### src/verilog/ncr_pkg.sv
// package: register map, field positions and reset values of the oscillator control block
`default_nettype none
package ncr_pkg;
    // apb word offsets (byte addresses)
    localparam logic [7:0] ADDR_CONTROL   = 8'h00;  // oscillator_control
    localparam logic [7:0] ADDR_IRQ_STAT  = 8'h04;  // sticky event status, read only
    localparam logic [7:0] ADDR_IRQ_ENA   = 8'h08;  // interrupt enable
    localparam logic [7:0] ADDR_IRQ_CLR   = 8'h0C;  // write one to clear, reads zero
    localparam logic [7:0] ADDR_INCREMENT = 8'h10;  // phase increment
    localparam logic [7:0] ADDR_PULSE_W   = 8'h14;  // pulse width in clocks minus one
    // control field positions
    localparam int BIT_RUN_ENABLE  = 7;
    localparam int BIT_PIN_DRIVE   = 6;
    localparam int BIT_OUT_LEVEL   = 5;
    localparam int BIT_POLARITY    = 4;
    localparam int BIT_PULSE_MODE  = 0;
    // writable bits of the control register; bits 5 and 3-1 excluded
    localparam logic [7:0] CONTROL_WMASK = 8'hD1;
    localparam logic [7:0] CONTROL_RESET = 8'h00;
    // event bits
    localparam int EVT_OVERFLOW   = 0;
    localparam int EVT_TRANSITION = 1;
    localparam int EVT_WIDTH      = 2;
    localparam logic [1:0] EVT_RESET = 2'h0;
    // core sizes
    localparam int ACC_WIDTH   = 20;
    localparam int INC_WIDTH   = 16;
    localparam int PW_WIDTH    = 8;
    localparam logic [15:0] INC_RESET = 16'h0001;
    localparam logic [7:0]  PW_RESET  = 8'h00;
    localparam logic [31:0] DATA_ZERO = 32'h0000_0000;
endpackage
`default_nettype wire

### src/verilog/ncr_core.sv
// oscillator core: accumulator, toggle or pulse output stage
`default_nettype none
module ncr_core #(
    parameter int ACC_W = ncr_pkg::ACC_WIDTH,
    parameter int INC_W = ncr_pkg::INC_WIDTH,
    parameter int PW_W  = ncr_pkg::PW_WIDTH
) (
    // clock and reset
    input  wire logic             mclk_i,
    input  wire logic             reset_n_i,
    // control
    input  wire logic             run_i,
    input  wire logic             pulse_mode_i,
    input  wire logic [INC_W-1:0] increment_i,
    input  wire logic [PW_W-1:0]  pulse_width_i,
    // outputs
    output logic                  raw_o,
    output logic                  overflow_o
);
    logic [ACC_W-1:0] acc_q;      // phase accumulator
    logic [ACC_W:0]   sum;        // sum with carry
    logic [PW_W-1:0]  pcnt_q;     // pulse remaining count
    logic             raw_q;      // output before polarity
    logic             raw_d;

    assign sum        = {1'b0, acc_q} + {{(ACC_W+1-INC_W){1'b0}}, increment_i};
    assign overflow_o = run_i & sum[ACC_W];
    // gated at once so the level never lags a disable by one clock
    assign raw_o      = raw_q & run_i;

    // next raw level per mode
    always_comb
    begin
        raw_d = raw_q;
        if (!run_i)
            raw_d = 1'b0;
        else if (!pulse_mode_i)
        begin
            if (overflow_o)
                raw_d = ~raw_q;
        end
        else if (overflow_o)
            raw_d = 1'b1;
        else if (pcnt_q == '0)
            raw_d = 1'b0;
    end

    // accumulator and pulse counter; halted and cleared while disabled
    always_ff @(posedge mclk_i)
    begin
        if (!reset_n_i || !run_i)
        begin
            acc_q  <= '0;
            pcnt_q <= '0;
            raw_q  <= 1'b0;
        end
        else
        begin
            acc_q <= sum[ACC_W-1:0];
            raw_q <= raw_d;
            if (overflow_o)
                pcnt_q <= pulse_width_i;
            else if (pcnt_q != '0)
                pcnt_q <= pcnt_q - 1'b1;
        end
    end
endmodule
`default_nettype wire

### src/verilog/ncr_top.sv
// oscillator control register bank with apb slave, interrupts and output stage
`default_nettype none
// Summary of operation
// - run oscillator only while run_enable set
// - pin carries output only with pin_drive_enable
// - output_level bit reads present output
// - polarity bit sets active level, last stage
// - bits 3-1 ignore writes, read zero
// - pulse_mode_select one selects pulse mode
// - toggle mode inverts output each overflow
// - polarity change while running raises transition interrupt
module ncr_top #(
    parameter int INC_W = ncr_pkg::INC_WIDTH,
    parameter int PW_W  = ncr_pkg::PW_WIDTH
) (
    // clock and reset
    input  wire logic        mclk_i,
    input  wire logic        reset_n_i,
    // apb slave
    input  wire logic        psel_i,
    input  wire logic        penable_i,
    input  wire logic        pwrite_i,
    input  wire logic [7:0]  paddr_i,
    input  wire logic [31:0] pwdata_i,
    output logic [31:0]      prdata_o,
    output logic             pready_o,
    output logic             pslverr_o,
    // oscillator outputs
    output logic             nco_out_o,
    output logic             pin_out_o,
    output logic             pin_oe_o,
    // interrupt
    output logic             irq_o
);
    logic [7:0]                     ctrl_q;    // writable control bits
    logic [ncr_pkg::EVT_WIDTH-1:0]  stat_q;    // sticky events
    logic [ncr_pkg::EVT_WIDTH-1:0]  stat_d;
    logic [ncr_pkg::EVT_WIDTH-1:0]  ena_q;     // interrupt enables
    logic [INC_W-1:0]               inc_q;     // increment value
    logic [PW_W-1:0]                pw_q;      // pulse width
    logic [31:0]                    prdata_q;  // registered read data
    logic                           out_q;     // registered polarised output
    logic                           raw;
    logic                           ovf;

    // bus decode
    wire access   = psel_i & penable_i;
    wire wr       = access & pwrite_i;
    // read data captured in the setup cycle so it stands through the access cycle
    wire rd       = psel_i & ~penable_i & ~pwrite_i;
    wire hit_ctl  = paddr_i == ncr_pkg::ADDR_CONTROL;
    wire hit_stat = paddr_i == ncr_pkg::ADDR_IRQ_STAT;
    wire hit_ena  = paddr_i == ncr_pkg::ADDR_IRQ_ENA;
    wire hit_clr  = paddr_i == ncr_pkg::ADDR_IRQ_CLR;
    wire hit_inc  = paddr_i == ncr_pkg::ADDR_INCREMENT;
    wire hit_pw   = paddr_i == ncr_pkg::ADDR_PULSE_W;
    wire mapped   = hit_ctl | hit_stat | hit_ena | hit_clr | hit_inc | hit_pw;

    // control fields
    wire run_en   = ctrl_q[ncr_pkg::BIT_RUN_ENABLE];
    wire pin_en   = ctrl_q[ncr_pkg::BIT_PIN_DRIVE];
    wire pol      = ctrl_q[ncr_pkg::BIT_POLARITY];
    wire pmode    = ctrl_q[ncr_pkg::BIT_PULSE_MODE];

    // polarity is the last stage: active-low inverts the raw level
    wire out_d    = pol ? raw : ~raw;

    // control read view with live level in bit 5, unused bits zero
    wire [7:0] ctrl_view = (ctrl_q & ncr_pkg::CONTROL_WMASK)
                         | (8'(out_q) << ncr_pkg::BIT_OUT_LEVEL);

    // read mux; unmapped and clear register read zero
    wire [31:0] rd_mux =
        hit_ctl  ? {24'h00_0000, ctrl_view} :
        hit_stat ? {30'h0000_0000, stat_q} :
        hit_ena  ? {30'h0000_0000, ena_q} :
        hit_inc  ? {16'h0000, inc_q} :
        hit_pw   ? {24'h00_0000, pw_q} : ncr_pkg::DATA_ZERO;

    // events: overflow and any output transition while running, incl. polarity flips
    wire evt_ovf  = ovf;
    wire evt_tr   = run_en & (out_d != out_q);
    wire [ncr_pkg::EVT_WIDTH-1:0] evt = {evt_tr, evt_ovf};
    wire [ncr_pkg::EVT_WIDTH-1:0] clr = (wr & hit_clr) ?
                                        pwdata_i[ncr_pkg::EVT_WIDTH-1:0] : '0;

    // set wins over a clear in the same cycle
    assign stat_d = (stat_q & ~clr) | evt;

    // zero-wait slave: answers in the access cycle
    assign pready_o  = 1'b1;
    assign pslverr_o = access & ~mapped;
    assign prdata_o  = prdata_q;
    assign nco_out_o = out_q;
    assign pin_out_o = out_q & pin_en;
    assign pin_oe_o  = pin_en;
    assign irq_o     = |(stat_q & ena_q);

    // control register; only masked bits take writes
    always_ff @(posedge mclk_i)
    begin
        if (!reset_n_i)
            ctrl_q <= ncr_pkg::CONTROL_RESET;
        else if (wr && hit_ctl)
            ctrl_q <= pwdata_i[7:0] & ncr_pkg::CONTROL_WMASK;
    end

    // interrupt enable, increment and pulse width registers
    always_ff @(posedge mclk_i)
    begin
        if (!reset_n_i)
        begin
            ena_q <= ncr_pkg::EVT_RESET;
            inc_q <= ncr_pkg::INC_RESET;
            pw_q  <= ncr_pkg::PW_RESET;
        end
        else if (wr)
        begin
            if (hit_ena)
                ena_q <= pwdata_i[ncr_pkg::EVT_WIDTH-1:0];
            if (hit_inc)
                inc_q <= pwdata_i[INC_W-1:0];
            if (hit_pw)
                pw_q <= pwdata_i[PW_W-1:0];
        end
    end

    // status, output level and read data
    always_ff @(posedge mclk_i)
    begin
        if (!reset_n_i)
        begin
            stat_q   <= ncr_pkg::EVT_RESET;
            out_q    <= 1'b1;            // inactive level of active-low
            prdata_q <= ncr_pkg::DATA_ZERO;
        end
        else
        begin
            stat_q <= stat_d;
            out_q  <= out_d;
            if (rd)
                prdata_q <= rd_mux;
        end
    end

    // oscillator core
    ncr_core #(
        .INC_W (INC_W),
        .PW_W  (PW_W)
    ) u_core (
        .mclk_i        (mclk_i),
        .reset_n_i     (reset_n_i),
        .run_i         (run_en),
        .pulse_mode_i  (pmode),
        .increment_i   (inc_q),
        .pulse_width_i (pw_q),
        .raw_o         (raw),
        .overflow_o    (ovf)
    );
endmodule
`default_nettype wire

### config.mk
export PLATFORM = sky130hd
export DESIGN_NAME = ncr_top
export DESIGN_NICKNAME = d
export VERILOG_FILES = /design/src/verilog/ncr_pkg.sv /design/src/verilog/ncr_core.sv /design/src/verilog/ncr_top.sv
export SDC_FILE = /design/constraint.sdc
export NUM_CORES = 1
export LEC_CHECK = 0
export BUFFER_PORTS_ARGS = -buffer_cell sky130_fd_sc_hd__buf_2
export CAP_MARGIN = 30
export CORE_MARGIN = 10
export CORE_UTILIZATION = 26
export DETAILED_ROUTE_END_ITERATION = 10
export MAX_ROUTING_LAYER = met4
export PLACE_DENSITY = 0.55
export SLEW_MARGIN = 20
export SYNTH_ARGS = -nofsm -noshare
export SYNTH_HDL_FRONTEND = slang
export SYNTH_SLANG_ARGS = --single-unit
### constraint.sdc
create_clock -name mclk_i -period 4.9 [get_ports mclk_i]
set_clock_uncertainty 0.1 [all_clocks]
set_input_delay 0 -clock mclk_i [delete_from_list [all_inputs] [get_ports mclk_i]]
set_output_delay 0 -clock mclk_i [all_outputs]
set_load 0.005 [all_outputs]
==> run_results.csv, run 1 <==
group,metric,value,unit
final_layout,layout_common_cells,"dfxtp_1 (78), nand2_1 (55), buf_2 (49)",
cts,clk_path_buf_depth,2,
synth,synthArstFlopShare,0,%
final_layout,fin_area,5041,sq um
timing,max_slew.worst_pin.slew,796.5,ps
power_and_ir_drop,vdd_drop_max,0.1533,mV
timing,setup_violations,0,
synth,syn_area,4187,sq um
timing,hold_violations,0,
final_layout,syn_to_final_growth,20.41,%
synth,yosys_warnings,0,
timing,relSlewSlack,46.90,%
placement,place.gp.congestion,0.8364,
timing,report.final.slew_viol_count,0,
power_and_ir_drop,p_leak,0.002059,uW
worst_setup_path,start_kind,"flip-flop",
cts,cts_sinks,78,
routing,drc_errors,0,
final_layout,fin_util,31.85,%
synth,syn_avg_cell_area,8.686,sq um
synth,synth_mux_area_share,6.754,%
synth,synth_top_family_by_area,"simple AND/OR/NAND/NOR gates",
placement,dp_hpwl,7832,um
die,core,15830,sq um
global_routing,grt_usage,10.38,%
worst_setup_path,worstSetupPathType,"flip-flop to flip-flop",
power_and_ir_drop,power_density,292.0,nW/um^2
synth,synth_top_area_share,37.30,%
routing,first_iter_violations,218,
worst_setup_path,cp.required,5060,ps
routing,viasPerCell,4.723,
synth,synth_compound_area_share,16.62,%
synth,netlist_instances,482,
routing,wl,10850,um
run_status,outcome,"completed",
cts,tritoncts,"done",
die,die_w,146.9,um
synth,synth-simple-area-share,22.68,%
final_layout,final_common_cell,"dfxtp_1",
final_layout,stdcell_count,755,
global_routing,grt_start_max_net_pins,54,
cts,htree_levels,3,
timing,post-route-period-util,59.32,%
final_layout,nFillCells,1682,
cts,cts_buffers,9,
routing,postRouteAntennaNets,0,
hold_path,hp-class,"input pin to flip-flop",
routing,dr.pass1.iters,4,
synth,synthDistinctLibCells,57,
synth,ys.flop_type,"dfxtp_1",
final_layout,drive_gt1_share,13.54,%
die,die_y,146.9,um
cts,cts_resized,0,
cts,clk_latency,330,ps
final_layout,diodes,0,
worst_setup_path,arrival,3070,ps
worst_setup_path,worstPathMaxFanout,15,
timing,period_needed,2907,ps
synth,synth_seq_cells,78,
die,row_count,46,
die,pin_count,83,
die,dieArea,21580,sq um
placement,dp_cells,722,
cts,clock_tree.root_cell,"clkbuf_16",
global_routing,antenna_found_initial,0,
timing,fmax,344.1,MHz
global_routing,grt-ovfl-total,0,
synth,synth_top_area_cell,"dfxtp_1",
global_routing,grt_pass1_vias,3646,
die,initial_core_util,26.45,%
final_layout,nets,598,
timing,rsz0062_at_grt,"no",
placement,io_buffer_count,49,
synth,synth_edf_count,0,
routing,via_count,3566,
timing,final.setup.tns,0,ps
placement,dpl-instance-area,4523,sq um
synth,synth_fa_ha_area_share,5.858,%
synth,synth.area.top_cells,"dfxtp_1 (37%), mux2i_1 (6.2%), ha_1 (5.4%)",
worst_setup_path,endpoint_kind,"flip-flop",
routing,detail_route.wl_per_cell,14.37,um
cts,clkTransAtPathRegs,60,ps
synth,synthXorXnorAreaFrac,4.184,%
flow_run,maxCapViolations,0,
synth,ys_seq_area_share,37.30,%
global_routing,grt_pass1_wl,18290,um
sequential cells by signal, indices dropped and copies added, names as in the netlist:
signal and count:
ctrl_q 4, ena_q 2, inc_q 16, nco_out_o 1, prdata_o 16, pw_q 8
stat_q 2, u_core.acc_q 20, u_core.pcnt_q 8, u_core.raw_q 1
final cells by class:
| class | count | area, sq um | share of cell area (%) |
|---|---|---|---|
| Clock inverter | 6 | 108.9 | 2.159 |
| Inverter | 7 | 26.28 | 0.5212 |
| Timing Repair Buffer | 67 | 422.9 | 8.389 |
| Clock buffer | 10 | 239.0 | 4.741 |
| Multi-Input combinational cell | 371 | 2412 | 47.85 |
| Tap cell | 216 | 270.3 | 5.361 |
| Sequential cell | 78 | 1562 | 30.98 |
critical path: stages, from the launching register on:
cell      delay (ps)
dfxtp_1          330
ha_1             230
fa_1             430
a211oi_1         340
o211ai_1         230
nand3_1          170
nand2_1          340
or3_1            490
a21oi_1          150
cell families after synthesis:
logic type,Yosys count
xor gates and xnor gates,20
DFF,78
and+or+nand+nor,182
adders and majority gates,19
buffers and inverters,48
AOI/OAI and AO/OA,105
muxes,28
other,2
through the flow:
step                      total power [uW]  setup WS, ps  hold WS (ps)
after CTS                             1483          2024         18.07
after floorplan                      685.3          2598        -22.52
final                                 1472          1993         27.94
after global placement               696.6          1969         151.8
after detailed placement             697.2          1959         160.2
after global routing                  1515          1758         54.47
report_power, final:
part	switching, uW	internal (uW)	leakage, uW
sequential	0.260	634	0.000628
clock	268	511	0.000172
combinational	31.7	27.3	0.00126
worst paths after layout:
kind                                                from                       endpoint  slack [ps]  depth (start not counted)
worst max register to register     inc_q[0]$_SDFFE_PN1P_  u_core.pcnt_q[5]$_SDFFE_PP0P_        1990                          8
worst min register to register  prdata_o[7]$_SDFFE_PN0P_       prdata_o[7]$_SDFFE_PN0P_         360                          2
worst min-delay path                          paddr_i[1]       prdata_o[4]$_SDFFE_PN0P_          30                          5
worst max-delay path               inc_q[0]$_SDFFE_PN1P_  u_core.pcnt_q[5]$_SDFFE_PP0P_        1990                          8
synth_stat cells (3+ instances only):
library cell	count
a211oi_1	4
a21boi_0	18
a21o_1	6
a21oi_1	31
a221oi_1	3
a22oi_1	10
and2_1	5
and3_1	3
buf_4	18
clkbuf_1	17
dfxtp_1	78
ha_1	18
inv_1	7
mux2i_1	26
nand2_1	55
nand3_1	26
nand3b_1	3
nand4_1	6
nor2_1	27
nor2b_1	30
nor3_1	8
o211ai_1	4
o21a_1	3
o21ai_0	11
or4_1	3
xnor2_1	12
xor2_1	8
timing repair:
item / in CTS / in global routing
setup buffers: 0 / 0
hold buffers: 17 / 0
endpoints found under the hold margin: 38 / 0
metal layers:
layer,track usage [%],share of wire (%)
met2,16.58,48
met1,12.69,46
met5,-,0
met4,2.775,0.78
met3,2.826,5.9
No activity file was read; power rests on OpenSTA's default activity.
==> run 2, diff against run 1 <==
--- a/config.mk
+++ b/config.mk
@@ -11,7 +11,7 @@
 export CORE_UTILIZATION = 26
 export DETAILED_ROUTE_END_ITERATION = 10
 export MAX_ROUTING_LAYER = met4
-export PLACE_DENSITY = 0.55
+export PLACE_DENSITY = 0.56
 export SLEW_MARGIN = 20
 export SYNTH_ARGS = -nofsm -noshare
 export SYNTH_HDL_FRONTEND = slang
==> constraint.sdc (replaced) <==
create_clock -name mclk_i -period 2.6 [get_ports mclk_i]
set_clock_uncertainty 0.1 [all_clocks]
set_input_delay 0 -clock mclk_i [delete_from_list [all_inputs] [get_ports mclk_i]]
set_output_delay 0 -clock mclk_i [all_outputs]
set_load 0.005 [all_outputs]
==> run 2 against run 1 <==
  * Setup slack worse by 1900 ps
  * Final cell count rose by 1.2%
  * Non-clock buffer count up 10
  * Via count is 1.2% higher
  * Total power increased by 74%
  * First-iteration DRC count increased by 18%
  * Worst hold slack worse by 3.2 ps
  * Utilization increased by 0.25 points
  * Final area up 0.79%
  * Largest power group unchanged
==> run_results.csv, run 2 (synthesis gave the netlist of run 1 again) <==
group,metric,value,unit
cts,clk_path_buf_depth,2,
global_routing,grt_start_max_net_pins,52,
die,row_count,46,
timing,hold_violations,0,
final_layout,fin_util,32.10,%
worst_setup_path,worstPathCellList,"ha_1 > fa_1 > a211oi_2 > o211ai_1 > nand3_1 > nand2_2 > buf_4 > o41ai_2",
routing,wl,11050,um
global_routing,grt-ovfl-total,0,
global_routing,antenna_found_initial,0,
worst_setup_path,crit_path_max_incr_delay,460,ps
final_layout,syn_to_final_growth,21.37,%
placement,preCtsSetupSlack,-24.23,ps
worst_setup_path,cp.required,2730,ps
final_layout,nets,608,
routing,via_count,3610,
global_routing,grt_pass1_wl,18390,um
final_layout,largest_register,"u_core.acc_q",
timing,whs,24.75,ps
timing,period_needed,2489,ps
hold_path,hp-class,"input pin to flip-flop",
timing,relSlewSlack,60.00,%
cts,clock_tree.root_cell,"clkbuf_16",
placement,dp_hpwl,8188,um
timing,setup_violations,0,
worst_setup_path,start_kind,"flip-flop",
worst_setup_path,rrSetupSlack,110,ps
power_and_ir_drop,vdd_drop_max,0.3924,mV
timing,report.final.slew_viol_count,0,
cts,cts_sinks,78,
final_layout,diodes,0,
die,initial_core_util,26.45,%
cts,tritoncts,"done",
worst_setup_path,arrival,2620,ps
power_and_ir_drop,power_density,502.7,nW/um^2
timing,worst_slack,110.9,ps
timing,max_slew.worst_pin.slew,598.5,ps
hold_path,hold_start,"paddr_i[4]",
worst_setup_path,worstPathMaxFanout,7,
worst_setup_path,reg2regPathDepth,8,
cts,htree_levels,3,
final_layout,drive_gt1_share,16.06,%
worst_setup_path,setup.worst_path.end,"u_core.pcnt_q[2]$_SDFFE_PP0P_",
placement,place.gp.congestion,0.8119,
worst_setup_path,r2r_start,"inc_q[0]$_SDFFE_PN1P_",
cts,clkTransAtPathRegs,60,ps
die,core,15830,sq um
die,pin_count,83,
routing,detail_route.wl_per_cell,14.47,um
final_layout,final_common_cell,"dfxtp_1",
die,die_w,146.9,um
routing,postRouteAntennaNets,0,
worst_setup_path,crit_start,"inc_q[0]$_SDFFE_PN1P_",
worst_setup_path,endpoint_kind,"flip-flop",
die,die_y,146.9,um
worst_setup_path,crit_slowest_cell,"fa_1",
global_routing,grt_pass1_vias,3643,
final_layout,largest_reg_flops,20,
final_layout,nFillCells,1683,
timing,rsz0062_at_grt,"no",
routing,drc_errors,0,
timing,fmax,401.8,MHz
routing,viasPerCell,4.725,
worst_setup_path,worstSetupPathType,"flip-flop to flip-flop",
global_routing,grt_usage,10.58,%
power_and_ir_drop,p_leak,0.002095,uW
worst_setup_path,regToRegEndpoint,"u_core.pcnt_q[2]$_SDFFE_PP0P_",
final_layout,layout_common_cells,"dfxtp_1 (78), nand2_1 (54), buf_2 (49)",
run_status,outcome,"completed",
die,dieArea,21580,sq um
cts,clk_latency,340,ps
routing,dr.pass1.iters,4,
flow_run,maxCapViolations,0,
cts,cts_buffers,9,
placement,io_buffer_count,49,
routing,first_iter_violations,258,
timing,post-route-period-util,95.73,%
[run 2: worst min-delay path by stage]
| stage | to | slack (ps) | cells past startpoint |
|---|---|---|---|
| CTS | prdata_o[3]$_SDFFE_PN0P_ | 9 | 3 |
| global route | prdata_o[2]$_SDFFE_PN0P_ | 70 | 3 |
| detailed placement | inc_q[13]$_SDFFE_PN0P_ | 170 | 3 |
| finish | prdata_o[3]$_SDFFE_PN0P_ | 20 | 3 |
| global placement | inc_q[14]$_SDFFE_PN0P_ | 150 | 3 |
| floorplan | pslverr_o | -20 | 2 |
[run 2: per-layer routing]
| metal | track usage (%) | up-vias | wire length, um |
|---|---|---|---|
| li1 | - | 1798 | - |
| met1 | 13.03 | 1713 | 5210 |
| met2 | 16.37 | 83 | 5080 |
| met3 | 2.918 | 16 | 580 |
| met4 | 3.667 | 0 | 183 |
| met5 | - | - | 0 |
[run 2: final cells by class]
class                      count  area, sq um  share of cell area (%)
multi-input combinational    371         2439                   47.99
clock buffer                  10        239.0                   4.703
clock inverter                 5        50.05                  0.9850
tap                          216        270.3                   5.319
sequential                    78         1562                   30.73
timing repair buffer          77        495.5                   9.751
inverter                       7        26.28                  0.5171
[run 2: timing repair]
action,in CTS,in global routing
setup endpoints to repair,1,6
gates resized for setup,2,3
cloned,0,0
hold buffers,16,0
setup buffers,0,0
endpoints found under the hold margin,32,0
[run 2: through the flow]
stage / instances / area, sq um / setup TNS [ps] / total power, uW
after global routing: 764 / 5081 / 0 / 2641
after global placement: 733 / 4606 / 0 / 1313
final: 764 / 5081 / 0 / 2555
after floorplan: 497 / 4243 / 0 / 1292
after detailed placement: 733 / 4606 / -24.23 / 1314
after CTS: 764 / 5067 / 0 / 2580
[run 2: worst max-delay path: cells and delay by family, from the launching register on]
family	cells	cell delay (ps)
compound gates	3	790
fa+ha+maj	2	690
buf+inv	1	190
flops	1	320
simple gates	2	290
[run 2: where the power goes]
part	internal, uW	switching (uW)	leakage (uW)
logic	52.0	59.5	0.00132
clock network	757	490	0.000148
registers	1200	0.499	0.000628
total	2000	550	0.00210
==> run 3, diff against run 2 <==
--- a/config.mk
+++ b/config.mk
@@ -6,7 +6,7 @@
 export NUM_CORES = 1
 export LEC_CHECK = 0
 export BUFFER_PORTS_ARGS = -buffer_cell sky130_fd_sc_hd__buf_2
-export CAP_MARGIN = 30
+export CAP_MARGIN = 25
 export CORE_MARGIN = 10
 export CORE_UTILIZATION = 26
 export DETAILED_ROUTE_END_ITERATION = 10
@@ -15,4 +15,5 @@
 export SLEW_MARGIN = 20
 export SYNTH_ARGS = -nofsm -noshare
 export SYNTH_HDL_FRONTEND = slang
+export SYNTH_HIERARCHICAL = 1
 export SYNTH_SLANG_ARGS = --single-unit
==> run 3 against run 2 <==
  * Sequential share of layout area shrank 0.98 points
  * Setup slack improved by 42 ps
  * Count of clock-buffer cells in the layout did not move
  * Clock power up 17%
  * Die area grew 1.6%
  * Final area grew 3.3%
  * Flip-flop and latch count unchanged
  * Combinational power rose by 14%
  * Register-to-register slack gained 40 ps
  * Utilization up 0.70 points
  * Maximum frequency grew 1.7%
  * Final cell count up 2.0%
  * Highest routed layer unchanged
==> run_results.csv, run 3 <==
group,metric,value,unit
run_status,outcome,"completed",
global_routing,grt-ovfl-total,0,
timing,period_needed,2447,ps
power_and_ir_drop,p_leak,0.002108,uW
synth,synth_edf_count,0,
final_layout,drive_gt1_share,16.52,%
routing,dr.pass1.iters,4,
worst_setup_path,start_kind,"flip-flop",
worst_setup_path,reg2regPathDepth,9,
cts,clk_latency,340,ps
final_layout,diodes,0,
timing,report.final.slew_viol_count,0,
worst_setup_path,path_buf_inv,1,
final_layout,syn_to_final_growth,23.06,%
cts,htree_levels,3,
worst_setup_path,crit_path_max_incr_delay,380,ps
die,die_y,148.1,um
die,pin_count,83,
synth,synth.area.top_cells,"dfxtp_1 (37%), ha_1 (5.3%), nand2_1 (5.1%)",
routing,first_iter_violations,247,
routing,viasPerCell,4.859,
power_and_ir_drop,p_int,2211,uW
worst_setup_path,worstPathMaxFanout,8,
global_routing,grt_usage,10.75,%
worst_setup_path,arrival,2570,ps
routing,via_count,3785,
die,row_count,46,
hold_path,hp-class,"input pin to flip-flop",
timing,hold_violations,0,
synth,synth_seq_cells,78,
synth,netlist_top_cells_count,"dfxtp_1 (78), nand2_1 (58), nand3_1 (33), nor2_1 (23), o21ai_1 (23)",
worst_setup_path,cpMostUsedCell,"a211o_1",
synth,syn_avg_cell_area,8.617,sq um
routing,wl,11480,um
timing,final.setup.tns,0,ps
final_layout,final_common_cell,"dfxtp_1",
timing,max_slew.worst_pin.slew,774.5,ps
routing,postRouteAntennaNets,0,
global_routing,antenna_found_initial,0,
synth,yosysMostFrequentCell,"dfxtp_1",
synth,synth_top_area_share,36.61,%
final_layout,largest_reg_flops,20,
cts,clk_path_buf_depth,2,
timing,rsz0062_at_grt,"no",
timing,setup_violations,0,
timing,relSlewSlack,48.37,%
hold_path,hold_depth,3,
flow_run,maxCapViolations,0,
synth,synthDistinctLibCells,69,
power_and_ir_drop,switchingPower,568.6,uW
timing,post-route-period-util,94.13,%
placement,place.gp.congestion,0.8291,
final_layout,layout_common_cells,"dfxtp_1 (78), nand2_1 (58), buf_2 (49)",
power_and_ir_drop,pwr-share-seq,43.0,%
power_and_ir_drop,power_density,529.7,nW/um^2
power_and_ir_drop,p_sw_share,20.45,%
die,core,16000,sq um
synth,synthArstFlopShare,0,%
routing,detail_route.wl_per_cell,14.73,um
worst_setup_path,path_depth,9,
power_and_ir_drop,vdd_drop_max,0.2677,mV
synth,syn_area,4265,sq um
synth,ys_seq_area_share,36.61,%
routing,drc_errors,0,
power_and_ir_drop,p_comb_share,4.6,%
placement,io_buffer_count,49,
global_routing,grt_pass1_wl,18600,um
timing,whs,67.74,ps
global_routing,grt_start_max_net_pins,62,
power_and_ir_drop,p_clk_share,52.4,%
synth,netlist_instances,495,
cts,clock_tree.root_cell,"clkbuf_16",
worst_setup_path,worstPathCellList,"ha_1 > fa_2 > a211o_1 > a211o_1 > nand4_2 > a21o_2 > inv_2 > o21ai_0 > a31oi_1",
worst_setup_path,worstSetupPathType,"flip-flop to flip-flop",
placement,dp_hpwl,8547,um
worst_setup_path,crit_slowest_cell,"fa_2",
cts,post_cts_buffers,0,
final_layout,nets,623,
cts,cts_buffers,9,
die,dieArea,21930,sq um
cts,tritoncts,"done",
final_layout,largest_register,"u_core/acc_q",
synth,ys.flop_type,"dfxtp_1",
synth,synth_top_area_cell,"dfxtp_1",
worst_setup_path,crit_family,"compound AO/OA/AOI/OAI gates",
timing,fmax,408.6,MHz
worst_setup_path,cp.required,2730,ps
final_layout,nFillCells,1731,
synth,yosys_warnings,6,
cts,cts_sinks,78,
cts,clkTransAtPathRegs,60,ps
die,die_w,148.1,um
die,initial_core_util,26.66,%
global_routing,grt_pass1_vias,3661,
worst_setup_path,endpoint_kind,"flip-flop",
## run 3: cell types whose count changed after synthesis, moves of 4 or more
cell,delta
a211o_1,+5
a211oi_1,+5
a21boi_0,-17
a21oi_1,-10
and2_1,+5
buf_2,+5
mux2i_1,-7
nand2b_1,+6
nand3_1,+7
nor2_1,-4
nor2b_1,-17
nor3_1,-4
o21ai_0,+6
o21ai_1,+22
## run 3: timing repair
| action | 4_1_cts | 5_1_grt |
|---|---|---|
| endpoints found under the hold margin | 37 | 0 |
| hold buffers | 25 | 0 |
| setup endpoints to repair | 0 | 3 |
| resized for setup | 0 | 2 |
## run 3: routing by layer
metal	vias up	track usage, %	share of wire (%)
met5	-	-	0
met4	0	4.807	2.0
met3	18	2.063	3.8
met2	88	16.97	48
met1	1790	13.08	47
li1	1889	-	-
## run 3: worst paths after layout
path                                             from               endpoint  slack (ps)
worst min-delay path                       paddr_i[3]  ena_q[1]$_SDFFE_PN0P_          70
worst max register to register  inc_q[0]$_SDFFE_PN1P_   stat_q[0]$_SDFF_PN0_         150
worst max-delay path            inc_q[0]$_SDFFE_PN1P_   stat_q[0]$_SDFF_PN0_         150
worst min register to register  ena_q[1]$_SDFFE_PN0P_  ena_q[1]$_SDFFE_PN0P_         370
## run 3: logic make-up (layout without fill, tap and decap cells)
group	Yosys count	count (layout)	share of synthesized area [%]
mux	23	23	5.515
compound gates	125	125	19.36
fa+ha+maj	19	19	5.750
buf+inv	50	103	6.218
simple gates	182	182	23.09
xor+xnor	16	16	3.285
flops	78	78	36.61
other cells	2	17	0.1761
## run 3: cell type report
type	instances	area, sq um	share of cell area [%]
timing repair buffer	79	533.0	10.15
sequential	78	1562	29.75
clock inverter	5	107.6	2.050
multi-input combinational	382	2504	47.70
clock buffer	10	239.0	4.553
inverter	9	33.78	0.6436
tap	216	270.3	5.149
## run 3: worst register-to-register path: stages (launching register included)
cell and delay, ps:
dfxtp_1 320, ha_1 240, fa_2 380, a211o_1 320
a211o_1 360, nand4_2 120, a21o_2 170, inv_2 110
o21ai_0 160, a31oi_1 50
## run 3: power by group through the flow
stage | Combinational [uW] | Clock (uW) | Sequential [uW]
4_1_cts | 126 | 1490 | 1200
3_3_place_gp | 98.8 | 0 | 1220
3_5_place_dp | 99.8 | 0 | 1220
6_report | 127 | 1460 | 1200
5_1_grt | 141 | 1530 | 1200
2_1_floorplan | 74.3 | 0 | 1220
## run 3: stage by stage
stage | instance area [sq um] | power (uW) | util [%] | worst slack, ps | cells
2_1_floorplan | 4322 | 1297 | - | 217.5 | 510
4_1_cts | 5240 | 2811 | 32.75 | 106.3 | 779
3_3_place_gp | 4643 | 1322 | 29.02 | 109.7 | 739
3_5_place_dp | 4643 | 1323 | 29.02 | 117.4 | 739
6_report | 5249 | 2780 | 32.80 | 152.7 | 779
5_1_grt | 5249 | 2865 | 32.80 | 38.49 | 779
